[src/pmt_regs.svh]
// Register indices, field positions and reset values of the modulo timer
`ifndef PMT_REGS_SVH
`define PMT_REGS_SVH

`define PMT_IDX_CTRL 8'h4B
`define PMT_IDX_CNTH 8'h4C
`define PMT_IDX_CNTL 8'h4D
`define PMT_IDX_MODH 8'h4E
`define PMT_IDX_MODL 8'h4F
`define PMT_IDX_EVT_STATUS 8'h50
`define PMT_IDX_EVT_CLEAR 8'h51
`define PMT_IDX_EVT_ENABLE 8'h52
`define PMT_IDX_NONE 8'h00

`define PMT_BIT_FLAG 7
`define PMT_BIT_IRQ_EN 6
`define PMT_BIT_HALT 5
`define PMT_BIT_CRST 4
`define PMT_PS_MSB 2
`define PMT_EVT_ROLL 0

`define PMT_MOD_RST 16'hFFFF
`define PMT_HALT_RST 1'b1
`define PMT_IRQ_EN_RST 1'b0
`define PMT_PS_RST 3'h0
`define PMT_PS_MAX 3'h6

`endif

[src/pmt_pkg.sv]
// Shared types of the modulo timer
package pmt_pkg;

    typedef struct packed {
        logic valid;
        logic write;
        logic [7:0] idx;
    } pmt_aphase_t;

    typedef struct packed {
        logic irq_en;
        logic halt;
        logic [2:0] ps;
    } pmt_ctrl_t;

endpackage : pmt_pkg

[src/pmt_prescaler.sv]
// Bus clock prescaler giving one-cycle count ticks
`timescale 1ns/1ns
`include "pmt_regs.svh"
module pmt_prescaler
    import pmt_pkg::*;
#(
    parameter int DIV_W = 6
)
(
    input wire logic hclk,
    input wire logic hresetn,
    input wire logic run,
    input wire logic clear,
    input wire logic [2:0] sel,
    output logic tick
);

    logic [DIV_W-1:0] div_q;
    logic [2:0] sel_eff;
    logic [DIV_W-1:0] mask;

    always_ff @(posedge hclk or negedge hresetn)
    begin
        if (!hresetn)
            div_q <= '0;
        else if (clear)
            div_q <= '0;
        else if (run)
            div_q <= div_q + 1'b1;
    end

    // Code 7 repeats the slowest rate
    assign sel_eff = (sel > `PMT_PS_MAX) ? `PMT_PS_MAX : sel;
    assign mask = DIV_W'((1 << sel_eff) - 1);
    assign tick = run && !clear && ((div_q & mask) == mask);

    chk_tick_phase: assert property (
        @(posedge hclk) disable iff (!hresetn)
        tick && sel_eff != 3'h0 ##1 sel_eff != 3'h0 |-> !tick)
        else $error("prescaler ticked twice in a row");

endmodule : pmt_prescaler

[src/pmt_flag_cell.sv]
// Rollover flag with read-then-write-zero clearing and break protection
`timescale 1ns/1ns
module pmt_flag_cell
    import pmt_pkg::*;
(
    input wire logic hclk,
    input wire logic hresetn,
    input wire logic set,
    input wire logic rd_req,
    input wire logic wr_zero,
    input wire logic block,
    output logic flag_q
);

    logic armed_q;

    always_ff @(posedge hclk or negedge hresetn)
    begin
        if (!hresetn)
            armed_q <= 1'b0;
        else if (set)
            armed_q <= 1'b0;
        else if (block)
            armed_q <= armed_q;
        else if (rd_req && flag_q)
            armed_q <= 1'b1;
        else if (wr_zero)
            armed_q <= 1'b0;
    end

    always_ff @(posedge hclk or negedge hresetn)
    begin
        if (!hresetn)
            flag_q <= 1'b0;
        else if (set)
            flag_q <= 1'b1;
        else if (wr_zero && armed_q && !block)
            flag_q <= 1'b0;
    end

    chk_flag_protect: assert property (
        @(posedge hclk) disable iff (!hresetn)
        block && flag_q |=> flag_q)
        else $error("flag cleared while protected");

    chk_flag_set_wins: assert property (
        @(posedge hclk) disable iff (!hresetn)
        set |=> flag_q)
        else $error("flag lost a set");

endmodule : pmt_flag_cell

[src/pmt_timer.sv]
// Periodic modulo timer with an AHB-Lite register slave
`timescale 1ns/1ns
`include "pmt_regs.svh"
module pmt_timer
    import pmt_pkg::*;
#(
    parameter int CNT_W = 16,
    parameter int DIV_W = 6
)
(
    input wire logic hclk,
    input wire logic hresetn,
    input wire logic hsel,
    input wire logic [31:0] haddr,
    input wire logic [1:0] htrans,
    input wire logic hwrite,
    input wire logic [2:0] hsize,
    input wire logic [31:0] hwdata,
    input wire logic hready,
    output logic [31:0] hrdata,
    output logic hreadyout,
    output logic hresp,
    input wire logic wait_mode,
    input wire logic stop_mode,
    input wire logic break_active,
    input wire logic break_clear_enable,
    output logic irq,
    output logic wake_req
);

    pmt_aphase_t aph_q;
    pmt_aphase_t aph_d;
    pmt_ctrl_t ctrl_q;
    logic [CNT_W-1:0] cnt_q;
    logic [CNT_W-1:0] mod_q;
    logic [7:0] lat_lo_q;
    logic lat_valid_q;
    logic inhibit_q;
    logic evt_status_q;
    logic evt_enable_q;
    logic [31:0] hrdata_q;
    logic hreadyout_q;
    logic irq_q;
    logic wake_q;

    logic take;
    logic rd_now;
    logic wr_now;
    logic [7:0] wbyte;
    logic [7:0] rbyte;
    logic clr_cnt;
    logic run;
    logic tick;
    logic at_mod;
    logic roll;
    logic flag_set;
    logic flag;
    logic block;
    logic rd_ctrl;
    logic wr_zero;
    logic [7:0] cnt_hi;
    logic [7:0] cnt_lo;
    logic [7:0] mod_hi;
    logic [7:0] mod_lo;

    // Address phase; wait mode shuts the CPU out
    assign take = hsel && hready && htrans[1] && !wait_mode;
    assign wr_now = aph_q.valid && aph_q.write && hreadyout_q;
    assign rd_now = aph_q.valid && !aph_q.write && !hreadyout_q;
    assign wbyte = hwdata[7:0];

    always_comb
    begin
        aph_d.valid = take;
        aph_d.write = hwrite;
        if (haddr[31:10] == 22'h000000 && haddr[1:0] == 2'h0)
            aph_d.idx = haddr[9:2];
        else
            aph_d.idx = `PMT_IDX_NONE;
    end

    always_ff @(posedge hclk or negedge hresetn)
    begin
        if (!hresetn)
            aph_q <= '0;
        else if (hreadyout_q)
            aph_q <= aph_d;
        else
            aph_q.valid <= 1'b0;
    end

    // Reads get one wait state so a preceding write is visible
    always_ff @(posedge hclk or negedge hresetn)
    begin
        if (!hresetn)
            hreadyout_q <= 1'b1;
        else if (take && !hwrite && hreadyout_q)
            hreadyout_q <= 1'b0;
        else
            hreadyout_q <= 1'b1;
    end

    always_ff @(posedge hclk or negedge hresetn)
    begin
        if (!hresetn)
            hresp <= 1'b0;
        else
            hresp <= 1'b0;
    end

    assign cnt_hi = cnt_q[CNT_W-1:CNT_W-8];
    assign cnt_lo = cnt_q[7:0];
    assign mod_hi = mod_q[CNT_W-1:CNT_W-8];
    assign mod_lo = mod_q[7:0];

    always_comb
    begin
        rbyte = 8'h00;
        case (aph_q.idx)
            `PMT_IDX_CTRL:
                rbyte = {flag, ctrl_q.irq_en, ctrl_q.halt, 2'h0, ctrl_q.ps};
            `PMT_IDX_CNTH:
                rbyte = cnt_hi;
            `PMT_IDX_CNTL:
                rbyte = lat_valid_q ? lat_lo_q : cnt_lo;
            `PMT_IDX_MODH:
                rbyte = mod_hi;
            `PMT_IDX_MODL:
                rbyte = mod_lo;
            `PMT_IDX_EVT_STATUS:
                rbyte = {7'h00, evt_status_q};
            `PMT_IDX_EVT_ENABLE:
                rbyte = {7'h00, evt_enable_q};
            default:
                rbyte = 8'h00;
        endcase
    end

    always_ff @(posedge hclk or negedge hresetn)
    begin
        if (!hresetn)
            hrdata_q <= 32'h00000000;
        else if (rd_now)
            hrdata_q <= {24'h000000, rbyte};
        else
            hrdata_q <= 32'h00000000;
    end

    // High-byte read freezes the low byte until the low byte is read
    always_ff @(posedge hclk or negedge hresetn)
    begin
        if (!hresetn)
        begin
            lat_valid_q <= 1'b0;
            lat_lo_q <= 8'h00;
        end
        else if (rd_now && aph_q.idx == `PMT_IDX_CNTH && !lat_valid_q)
        begin
            lat_valid_q <= 1'b1;
            lat_lo_q <= cnt_lo;
        end
        else if (rd_now && aph_q.idx == `PMT_IDX_CNTL)
            lat_valid_q <= 1'b0;
    end

    // Control fields; reset leaves the counter halted
    always_ff @(posedge hclk or negedge hresetn)
    begin
        if (!hresetn)
        begin
            ctrl_q.halt <= `PMT_HALT_RST;
            ctrl_q.irq_en <= `PMT_IRQ_EN_RST;
            ctrl_q.ps <= `PMT_PS_RST;
        end
        else if (wr_now && aph_q.idx == `PMT_IDX_CTRL)
        begin
            ctrl_q.halt <= wbyte[`PMT_BIT_HALT];
            ctrl_q.irq_en <= wbyte[`PMT_BIT_IRQ_EN];
            ctrl_q.ps <= wbyte[`PMT_PS_MSB:0];
        end
    end

    // Counter reset bit acts once and is never stored
    assign clr_cnt = wr_now && aph_q.idx == `PMT_IDX_CTRL
        && wbyte[`PMT_BIT_CRST];

    // Stop and break freeze the prescaler and counter
    assign run = !ctrl_q.halt && !stop_mode && !break_active;

    pmt_prescaler #(
        .DIV_W(DIV_W)
    ) u_prescaler (
        .hclk(hclk),
        .hresetn(hresetn),
        .run(run),
        .clear(clr_cnt),
        .sel(ctrl_q.ps),
        .tick(tick)
    );

    assign at_mod = cnt_q == mod_q;
    assign roll = tick && at_mod;

    always_ff @(posedge hclk or negedge hresetn)
    begin
        if (!hresetn)
            cnt_q <= '0;
        else if (clr_cnt)
            cnt_q <= '0;
        else if (roll)
            cnt_q <= '0;
        else if (tick)
            cnt_q <= cnt_q + 1'b1;
    end

    always_ff @(posedge hclk or negedge hresetn)
    begin
        if (!hresetn)
            mod_q <= `PMT_MOD_RST;
        else if (wr_now && aph_q.idx == `PMT_IDX_MODH)
            mod_q[CNT_W-1:CNT_W-8] <= wbyte;
        else if (wr_now && aph_q.idx == `PMT_IDX_MODL)
            mod_q[7:0] <= wbyte;
    end

    always_ff @(posedge hclk or negedge hresetn)
    begin
        if (!hresetn)
            inhibit_q <= 1'b0;
        else if (wr_now && aph_q.idx == `PMT_IDX_MODH)
            inhibit_q <= 1'b1;
        else if (wr_now && aph_q.idx == `PMT_IDX_MODL)
            inhibit_q <= 1'b0;
    end

    assign flag_set = roll && !inhibit_q;
    assign block = break_active && !break_clear_enable;
    assign rd_ctrl = rd_now && aph_q.idx == `PMT_IDX_CTRL;
    assign wr_zero = wr_now && aph_q.idx == `PMT_IDX_CTRL
        && !wbyte[`PMT_BIT_FLAG];

    pmt_flag_cell u_flag (
        .hclk(hclk),
        .hresetn(hresetn),
        .set(flag_set),
        .rd_req(rd_ctrl),
        .wr_zero(wr_zero),
        .block(block),
        .flag_q(flag)
    );

    // Sticky event copy; a new rollover beats a clear
    always_ff @(posedge hclk or negedge hresetn)
    begin
        if (!hresetn)
            evt_status_q <= 1'b0;
        else if (flag_set)
            evt_status_q <= 1'b1;
        else if (wr_now && aph_q.idx == `PMT_IDX_EVT_CLEAR
            && wbyte[`PMT_EVT_ROLL])
            evt_status_q <= 1'b0;
    end

    always_ff @(posedge hclk or negedge hresetn)
    begin
        if (!hresetn)
            evt_enable_q <= 1'b0;
        else if (wr_now && aph_q.idx == `PMT_IDX_EVT_ENABLE)
            evt_enable_q <= wbyte[`PMT_EVT_ROLL];
    end

    always_ff @(posedge hclk or negedge hresetn)
    begin
        if (!hresetn)
            irq_q <= 1'b0;
        else
            irq_q <= (flag && ctrl_q.irq_en)
                || (evt_status_q && evt_enable_q);
    end

    // Wake only matters while the processor waits
    always_ff @(posedge hclk or negedge hresetn)
    begin
        if (!hresetn)
            wake_q <= 1'b0;
        else
            wake_q <= wait_mode && ((flag && ctrl_q.irq_en)
                || (evt_status_q && evt_enable_q));
    end

    assign hrdata = hrdata_q;
    assign hreadyout = hreadyout_q;
    assign irq = irq_q;
    assign wake_req = wake_q;

    chk_cnt_step: assert property (
        @(posedge hclk) disable iff (!hresetn)
        tick && !clr_cnt && !at_mod |=> cnt_q == $past(cnt_q) + 1'b1)
        else $error("counter did not step on tick");

    chk_cnt_idle: assert property (
        @(posedge hclk) disable iff (!hresetn)
        !tick && !clr_cnt |=> cnt_q == $past(cnt_q))
        else $error("counter moved without tick");

    chk_wrap_zero: assert property (
        @(posedge hclk) disable iff (!hresetn)
        tick && at_mod && !clr_cnt |=> cnt_q == '0)
        else $error("counter did not wrap at modulo");

    chk_flag_cause: assert property (
        @(posedge hclk) disable iff (!hresetn)
        $rose(flag) |-> $past(roll) && !$past(inhibit_q))
        else $error("flag rose without rollover");

    chk_inhibit_hold: assert property (
        @(posedge hclk) disable iff (!hresetn)
        inhibit_q |=> !$rose(flag))
        else $error("flag set while modulo update pending");

    chk_irq_gate: assert property (
        @(posedge hclk) disable iff (!hresetn)
        irq_q == ($past(flag && ctrl_q.irq_en)
        || $past(evt_status_q && evt_enable_q)))
        else $error("interrupt without enabled cause");

    chk_break_freeze: assert property (
        @(posedge hclk) disable iff (!hresetn)
        break_active && !clr_cnt |=> $stable(cnt_q))
        else $error("counter ran during break");

    chk_stop_freeze: assert property (
        @(posedge hclk) disable iff (!hresetn)
        (stop_mode || ctrl_q.halt) && !clr_cnt |=> $stable(cnt_q))
        else $error("counter ran while stopped");

    chk_crst_zero: assert property (
        @(posedge hclk) disable iff (!hresetn)
        clr_cnt |=> cnt_q == '0
        ##1 (!$past(ctrl_q.halt) || cnt_q == '0))
        else $error("counter reset bit ignored");

    chk_wait_shut: assert property (
        @(posedge hclk) disable iff (!hresetn)
        wait_mode && hreadyout_q |=> !aph_q.valid)
        else $error("bus access taken in wait mode");

    chk_wake_out: assert property (
        @(posedge hclk) disable iff (!hresetn)
        wait_mode && $stable(wait_mode) && irq_q |-> wake_q)
        else $error("enabled interrupt gave no wake");

endmodule : pmt_timer

[config.mk]
export PLATFORM = sky130hd
export DESIGN_NAME = pmt_timer
export DESIGN_NICKNAME = d
export VERILOG_FILES = /design/src/pmt_pkg.sv /design/src/pmt_prescaler.sv /design/src/pmt_flag_cell.sv /design/src/pmt_timer.sv
export VERILOG_INCLUDE_DIRS = /design/src /design/src/src
export SDC_FILE = /design/constraint.sdc
export NUM_CORES = 1
export LEC_CHECK = 0
export BUFFER_PORTS_ARGS = -buffer_cell sky130_fd_sc_hd__buf_2
export CAP_MARGIN = 10
export CORE_ASPECT_RATIO = 0.8
export CORE_MARGIN = 1
export CORE_UTILIZATION = 40
export DETAILED_ROUTE_END_ITERATION = 12
export GPL_ROUTABILITY_DRIVEN = 1
export PLACE_DENSITY = 0.69
export SYNTH_ARGS = -nofsm -noshare
export SYNTH_HDL_FRONTEND = slang
export SYNTH_SLANG_ARGS = --single-unit
[constraint.sdc]
create_clock -name hclk -period 2 [get_ports hclk]
set_input_delay 0.1 -clock hclk [delete_from_list [all_inputs] [get_ports hclk]]
set_output_delay 0.1 -clock hclk [all_outputs]
set_load 0.05 [all_outputs]
# Yosys cells after proc, flatten, opt, wreduce, memory -nomap -nowiden
# Index checks and enable logic that the tools add are counted.
# Widths: inputs -> output; s select.
[word_totals]
ff_bits = 102
latchBits = 0
ram_bits = 0
romBits = 0
in_bits = 78
out_inout_bits = 36
elab_cells = 123
memories = 0
[classes]
add_sub_neg = 3
mul = 0
div_mod_pow = 0
order_cmp = 1
eq_ne = 11
shift = 1
muxes = 24
bitwise = 2
reduce_logical = 60
[ops]
columns = ["cell", "n"]
rows = [
  ["$eq 8x7->1 const B", 8],
  ["$pmux 8 s7", 1],
  ["$mux 16", 3],
  ["$logic_and 1x1->1", 35],
  ["$mux 8", 3],
  ["$logic_not 22->1", 1],
  ["$add 16x1->16 const B", 1],
  ["$eq 16x16->1", 1],
  ["$mux 1", 14],
  ["$logic_not 1->1", 13],
  ["$mux 6", 2],
  ["$reduce_bool 2->1", 5],
  ["$add 6x1->6 const B", 1],
  ["$and 6x6->6", 1],
  ["$eq 6x6->1", 1],
  ["$reduce_bool 3->1", 2],
  ["$shl 1x3->6 const A", 1],
  ["$sub 6x2->6 const B", 1],
  ["$reduce_and 2->1", 2],
  ["$gt 3x3->1 const B", 1],
  ["$mux 3", 1],
  ["$logic_not 2->1", 1],
  ["$ne 2x2->1 const B", 1],
  ["$logic_or 1x1->1", 1],
  ["$not 1->1", 1],
]

# Longest topological paths before layout
[logic_depth]
ltp_word = 11
depth_mapped = 8
mapped_depth_nobuf = 6

# Modules after synthesis
# A second synthesis with hierarchy kept.
[unflattened]
cells_unflattened = 407
hier_area_um2 = 4359.2
[modules_own_cells]
columns = ["module", "n_inst", "cells_per_inst", "area_per_inst_um2", "seq_area_each_um2"]
rows = [
  ["pmt_timer", 1, 364, 3933.8, 1774.2],
  ["pmt_prescaler", 1, 34, 332.8, 150.1],
  ["pmt_flag_cell", 1, 9, 92.6, 50.0],
]

# Least setup slack after synthesis
# Ideal clock, no wire load.
[synth_path]
path_kind = "reg2reg"
start = "reg hreadyout_q (netlist: hreadyout)"
end = "reg cnt_q[13]"
setup_time_ps = 130
arrival_time_ps = 1896
required_time_ps = 1870
setup_slack_ps = -26
path_stages_with_launch = 8
n_path_buf = 2
synth_period_minus_slack_ps = 2026
cell_sequence = "dfstp_2 and3_1 clkbuf_1 and4_1 clkbuf_1 nor3b_1 a32oi_1 o41ai_1"
[synth_via]
elab_chain_len = 9
elab_cells_between_ends = 10
cone_classes = "mux: 2; reduce/logical: 8"
[synth_lines]
columns = ["element", "line_no", "text"]
rows = [
  ["start: declaration", "pmt_timer.sv:42", "logic hreadyout_q;"],
  ["start signal: assignment", "pmt_timer.sv:96", "hreadyout_q <= 1'b1;"],
  ["start signal: assignment", "pmt_timer.sv:98", "hreadyout_q <= 1'b0;"],
  ["start signal: assignment", "pmt_timer.sv:100", "hreadyout_q <= 1'b1;"],
  ["$logic_and 1x1->1 *", "pmt_timer.sv:68", "assign wr_now = aph_q.valid && aph_q.write && hreadyout_q;"],
  ["$logic_and 1x1->1 (no line) *", "-", ""],
  ["$logic_and 1x1->1 *", "pmt_timer.sv:184", "assign clr_cnt = wr_now && aph_q.idx == `PMT_IDX_CTRL"],
  ["$logic_not 1->1", "pmt_prescaler.sv:35", "assign tick = run && !clear && ((div_q & mask) == mask);"],
  ["$logic_and 1x1->1 (2 in series)", "pmt_prescaler.sv:35", ""],
  ["$logic_and 1x1->1", "pmt_timer.sv:202", "assign roll = tick && at_mod;"],
  ["$mux 16", "pmt_timer.sv:210", "else if (roll)"],
  ["$mux 16", "pmt_timer.sv:208", "else if (clr_cnt)"],
  ["end signal: assignment", "pmt_timer.sv:213", "cnt_q <= cnt_q + 1'b1;"],
  ["end: declaration", "pmt_timer.sv:34", "logic [CNT_W-1:0] cnt_q;"],
]
# Every way passes the cells marked *; elsewhere a longest branch is shown, timed or not.
# A chain may end at the register's enable or synchronous reset.

# Final worst setup path
[layout_path]
start = "reg u_prescaler.div_q[4]"
end = "reg cnt_q[12]"
[layout_via]
elab_chain_len = 6
elab_cells_between_ends = 7
cone_classes = "eq/ne: 1; mux: 2; bitwise: 1; reduce/logical: 3"
[layout_lines]
columns = ["element", "line_no", "text"]
rows = [
  ["start: declaration", "pmt_prescaler.sv:18", "logic [DIV_W-1:0] div_q;"],
  ["start signal: assignment", "pmt_prescaler.sv:29", "div_q <= div_q + 1'b1;"],
  ["$and 6x6->6 *", "pmt_prescaler.sv:35", ""],
  ["$eq 6x6->1 *", "pmt_prescaler.sv:35", ""],
  ["$logic_and 1x1->1 *", "pmt_prescaler.sv:35", ""],
  ["$logic_and 1x1->1", "pmt_timer.sv:202", ""],
  ["$mux 16", "pmt_timer.sv:210", ""],
  ["$mux 16", "pmt_timer.sv:208", ""],
]
# Marks and branches as above.

==> impl_metrics.toml <==
[hold_path]
worstHoldPathCells = 3
min_path_type = "input port to register"
min_to = "aph_q[9]"
hp-start = "htrans[1]"

[placement]
dp_hpwl_um = 8330
gp_congestion = 0.879
portBuffers = 60

[critical_path]
path_cells = "nand2_1 > a221o_1 > a221o_2 > buf_12 > or4b_4 > nand3_2"
critical-path-top-delay-family = "compound AO/OA/AOI/OAI gates"
path_max_fanout = 15
r2r-end = "cnt_q[12]"
rrSetupSlack_ps = -20
cp-end-kind = "register"
cp.required_ps = 2280
r2r-start = "u_prescaler.div_q[4]"
reg2regPathDepth = 6
slowest_stage = "or4b_4"
cp_num_buf_inv = 1
path_class = "register to register"
slowest_delay_ps = 520
startpoint_type = "register"
cp.arrival_ps = 2290

[die]
fp.dieArea_mm2 = 0.0114
start_util_pct = 41.8
die_h_um = 95.5
core_area_mm2 = 0.0104
die_w_um = 119
ios = 114
fp-row-count = 33

[route]
drtIter0Drc = 324
via_count = 3792
drt-total-wl_um = 12100
vias_per_cell = 5.57
ant_nets = 0
wl_per_cell_um = 17.7
route.detailed.drc = 0
drt-pass1-iter-count = 5

[global_routing]
grt_pass1_wl_um = 19000
overflow = 0
first_global_vias = 3647
grt_max_degree = 46
grt_use_total_pct = 21.9
antenna_found_initial = 0

[yosys]
synthDistinctLibCells = 60
ys_seq_area_share_pct = 45.2
syn_area_mm2 = 0.00437
syn_inst = 432
synth_flop_cell = "dfrtp_1"
synthArstFlopShare_pct = 100
avgSynthCellArea_um2 = 10.1
synth_edf_count = 0
yosysWarningCount = 0
synth-seq-cells = 78

[timing]
finalCritPeriodShare_pct = 101
max_freq_ghz = 0.496
setup_viol = 5
fin_skew_ps = 10.2
setup_ws_ps = -16.8
hold_viol = 0
slew_headroom_pct = 59.7
tightestPinTransition_ps = 604
slew_violations = 0
rsz0062_at_grt = "yes"
post-route-min-period_ps = 2020
fin_tns_setup_ps = -38.3

[cts]
ctsRootBufferMaster = "clkbuf_16"
cts_buffers = 9
cts.sinks = 78
insertion_delay_ps = 350
ctsLongestPathBuffers = 2
tritoncts = "done"
cts.clk_slew.worst_paths_ps = 60
cts-htree-levels = 3

[status]
failed_checks = "negative setup slack"
status = "complete, but fails checks"

[pwr]
ir_drop_mv = 0.416
p_total_mw = 4.52
cellPowerDensity_mw_per_mm2 = 809
leakage_nw = 2.52

[cells_and_area]
drive_gt1_share_pct = 36.8
final_net_count = 616
layout_common_cells = "60 x dfrtp_1, 59 x buf_2, 44 x buf_4, 37 x nand2_1, 35 x mux2_2"
n_antenna_cell = 0
final_common_cell = "dfrtp_1"
synthToLayoutAreaGrowth_pct = 27.9

[flow_run]
cap_viol_max_count = 0
==> cells in the mapped netlist (2+ instances only) <==
cell type	number	area share, %
nand4_1	8	1.1
nor2b_1	3	0.43
and4_1	5	1.0
a222oi_1	2	0.46
and3_1	10	1.4
mux2_2	36	9.3
clkbuf_1	9	0.77
nand2_1	37	3.2
nor2_1	18	1.5
ha_1	2	0.57
nor3b_1	2	0.34
a2111o_1	3	0.77
xnor2_1	2	0.40
a22oi_1	9	1.5
or3_1	3	0.43
xor2_1	18	3.6
and2_1	7	1.0
o21ai_0	17	1.9
nand3_1	19	2.2
o41ai_1	4	0.80
buf_2	15	1.7
a211o_1	6	1.2
dfrtp_1	60	34
a221o_1	2	0.46
nor3_1	4	0.46
a21o_1	4	0.69
mux2i_1	8	1.8
a31oi_1	8	1.1
dfstp_2	18	11
buf_4	25	4.3
nor4_1	8	1.1
a32oi_1	4	0.80
a21oi_1	14	1.6
o22ai_1	2	0.29
nor3_2	2	0.46
inv_1	14	1.2
==> area by class of cell <==
type                       count  area (µm²)
tap                          140         175
clock inverter                 6        85.1
inverter                      15        56.3
multi-input combinational    312        2210
sequential                    78        1970
fill                         903        4850
clock buffer                  10         239
timing repair buffer         120         851
==> worst register-to-register path, stage by stage (launching register included) <==
cell	delay, ps
dfrtp_1	370
nand2_1	70
a221o_1	300
a221o_2	430
buf_12	160
or4b_4	530
nand3_2	80
==> per-stage QoR <==
| step | setup slack, ps | instances | util (%) | cell area, µm² | hold slack, ps |
|---|---|---|---|---|---|
| floorplan | 37.5 | 456 | - | 4460 | -196 |
| global placement | 69.6 | 644 | 47.6 | 4970 | 80.3 |
| detailed placement | -47.8 | 644 | 47.6 | 4970 | 83.0 |
| CTS | 20.3 | 674 | 52.0 | 5440 | 1.85 |
| global route | -57.5 | 681 | 53.5 | 5590 | 17.6 |
| finish | -16.8 | 681 | 53.5 | 5590 | 6.34 |
==> per-layer routing <==
metal  part of all wire (%)  wire (µm)  track usage, %
met1                     46       5510            30.5
met2                     45       5480            34.0
met3                    7.8        938            5.20
met4                    1.1        134            6.75
met5                      0          0               0
==> cells by family after synthesis <==
kind of cell,share of synthesized area (%)
xor gates and xnor gates,4.01
AOI/OAI and AO/OA,13.0
other,0.0858
buffers and inverters,8.53
DFF,45.2
and+or+nand+nor,17.5
muxes,11.1
adders and majority gates,0.572
==> power breakdown <==
group	internal, mW	switching, mW	total [mW]
Combinational	0.408	0.544	0.952
Clock	1.12	0.650	1.77
Sequential	1.68	0.124	1.80
==> how the worst max path moves through the flow <==
stage / start / endpoint / slack [ps] / depth (start not counted)
after floorplan: hreadyout / cnt_q[5] / 40 / 7
after global placement: aph_q[5] / lat_lo_q[6] / 70 / 6
after detailed placement: aph_q[5] / lat_lo_q[7] / -50 / 6
after CTS: aph_q[5] / evt_enable_q / 20 / 6
after global routing: aph_q[7] / lat_lo_q[5] / -60 / 6
final: u_prescaler.div_q[4] / cnt_q[12] / -20 / 6
==> what timing repair did <==
action | 4_1_cts | 5_1_grt
endpoints found under the setup margin | 10 | 29
hold buffers | 12 | 0
endpoints found under the hold margin | 34 | 0
setup buffers | 2 | 5
pin swaps | 0 | 10
resized for setup | 1 | 16
cloned | 0 | 2
==> registers in the layout, summed over array words and instances (netlist names), 5 cells and up <==
signal             flops
aph_q                 10
mod_q                 16
lat_lo_q               8
u_prescaler.div_q      6
hrdata                 8
ctrl_q                 5
cnt_q                 16
Power figures use the tool's default switching activity.
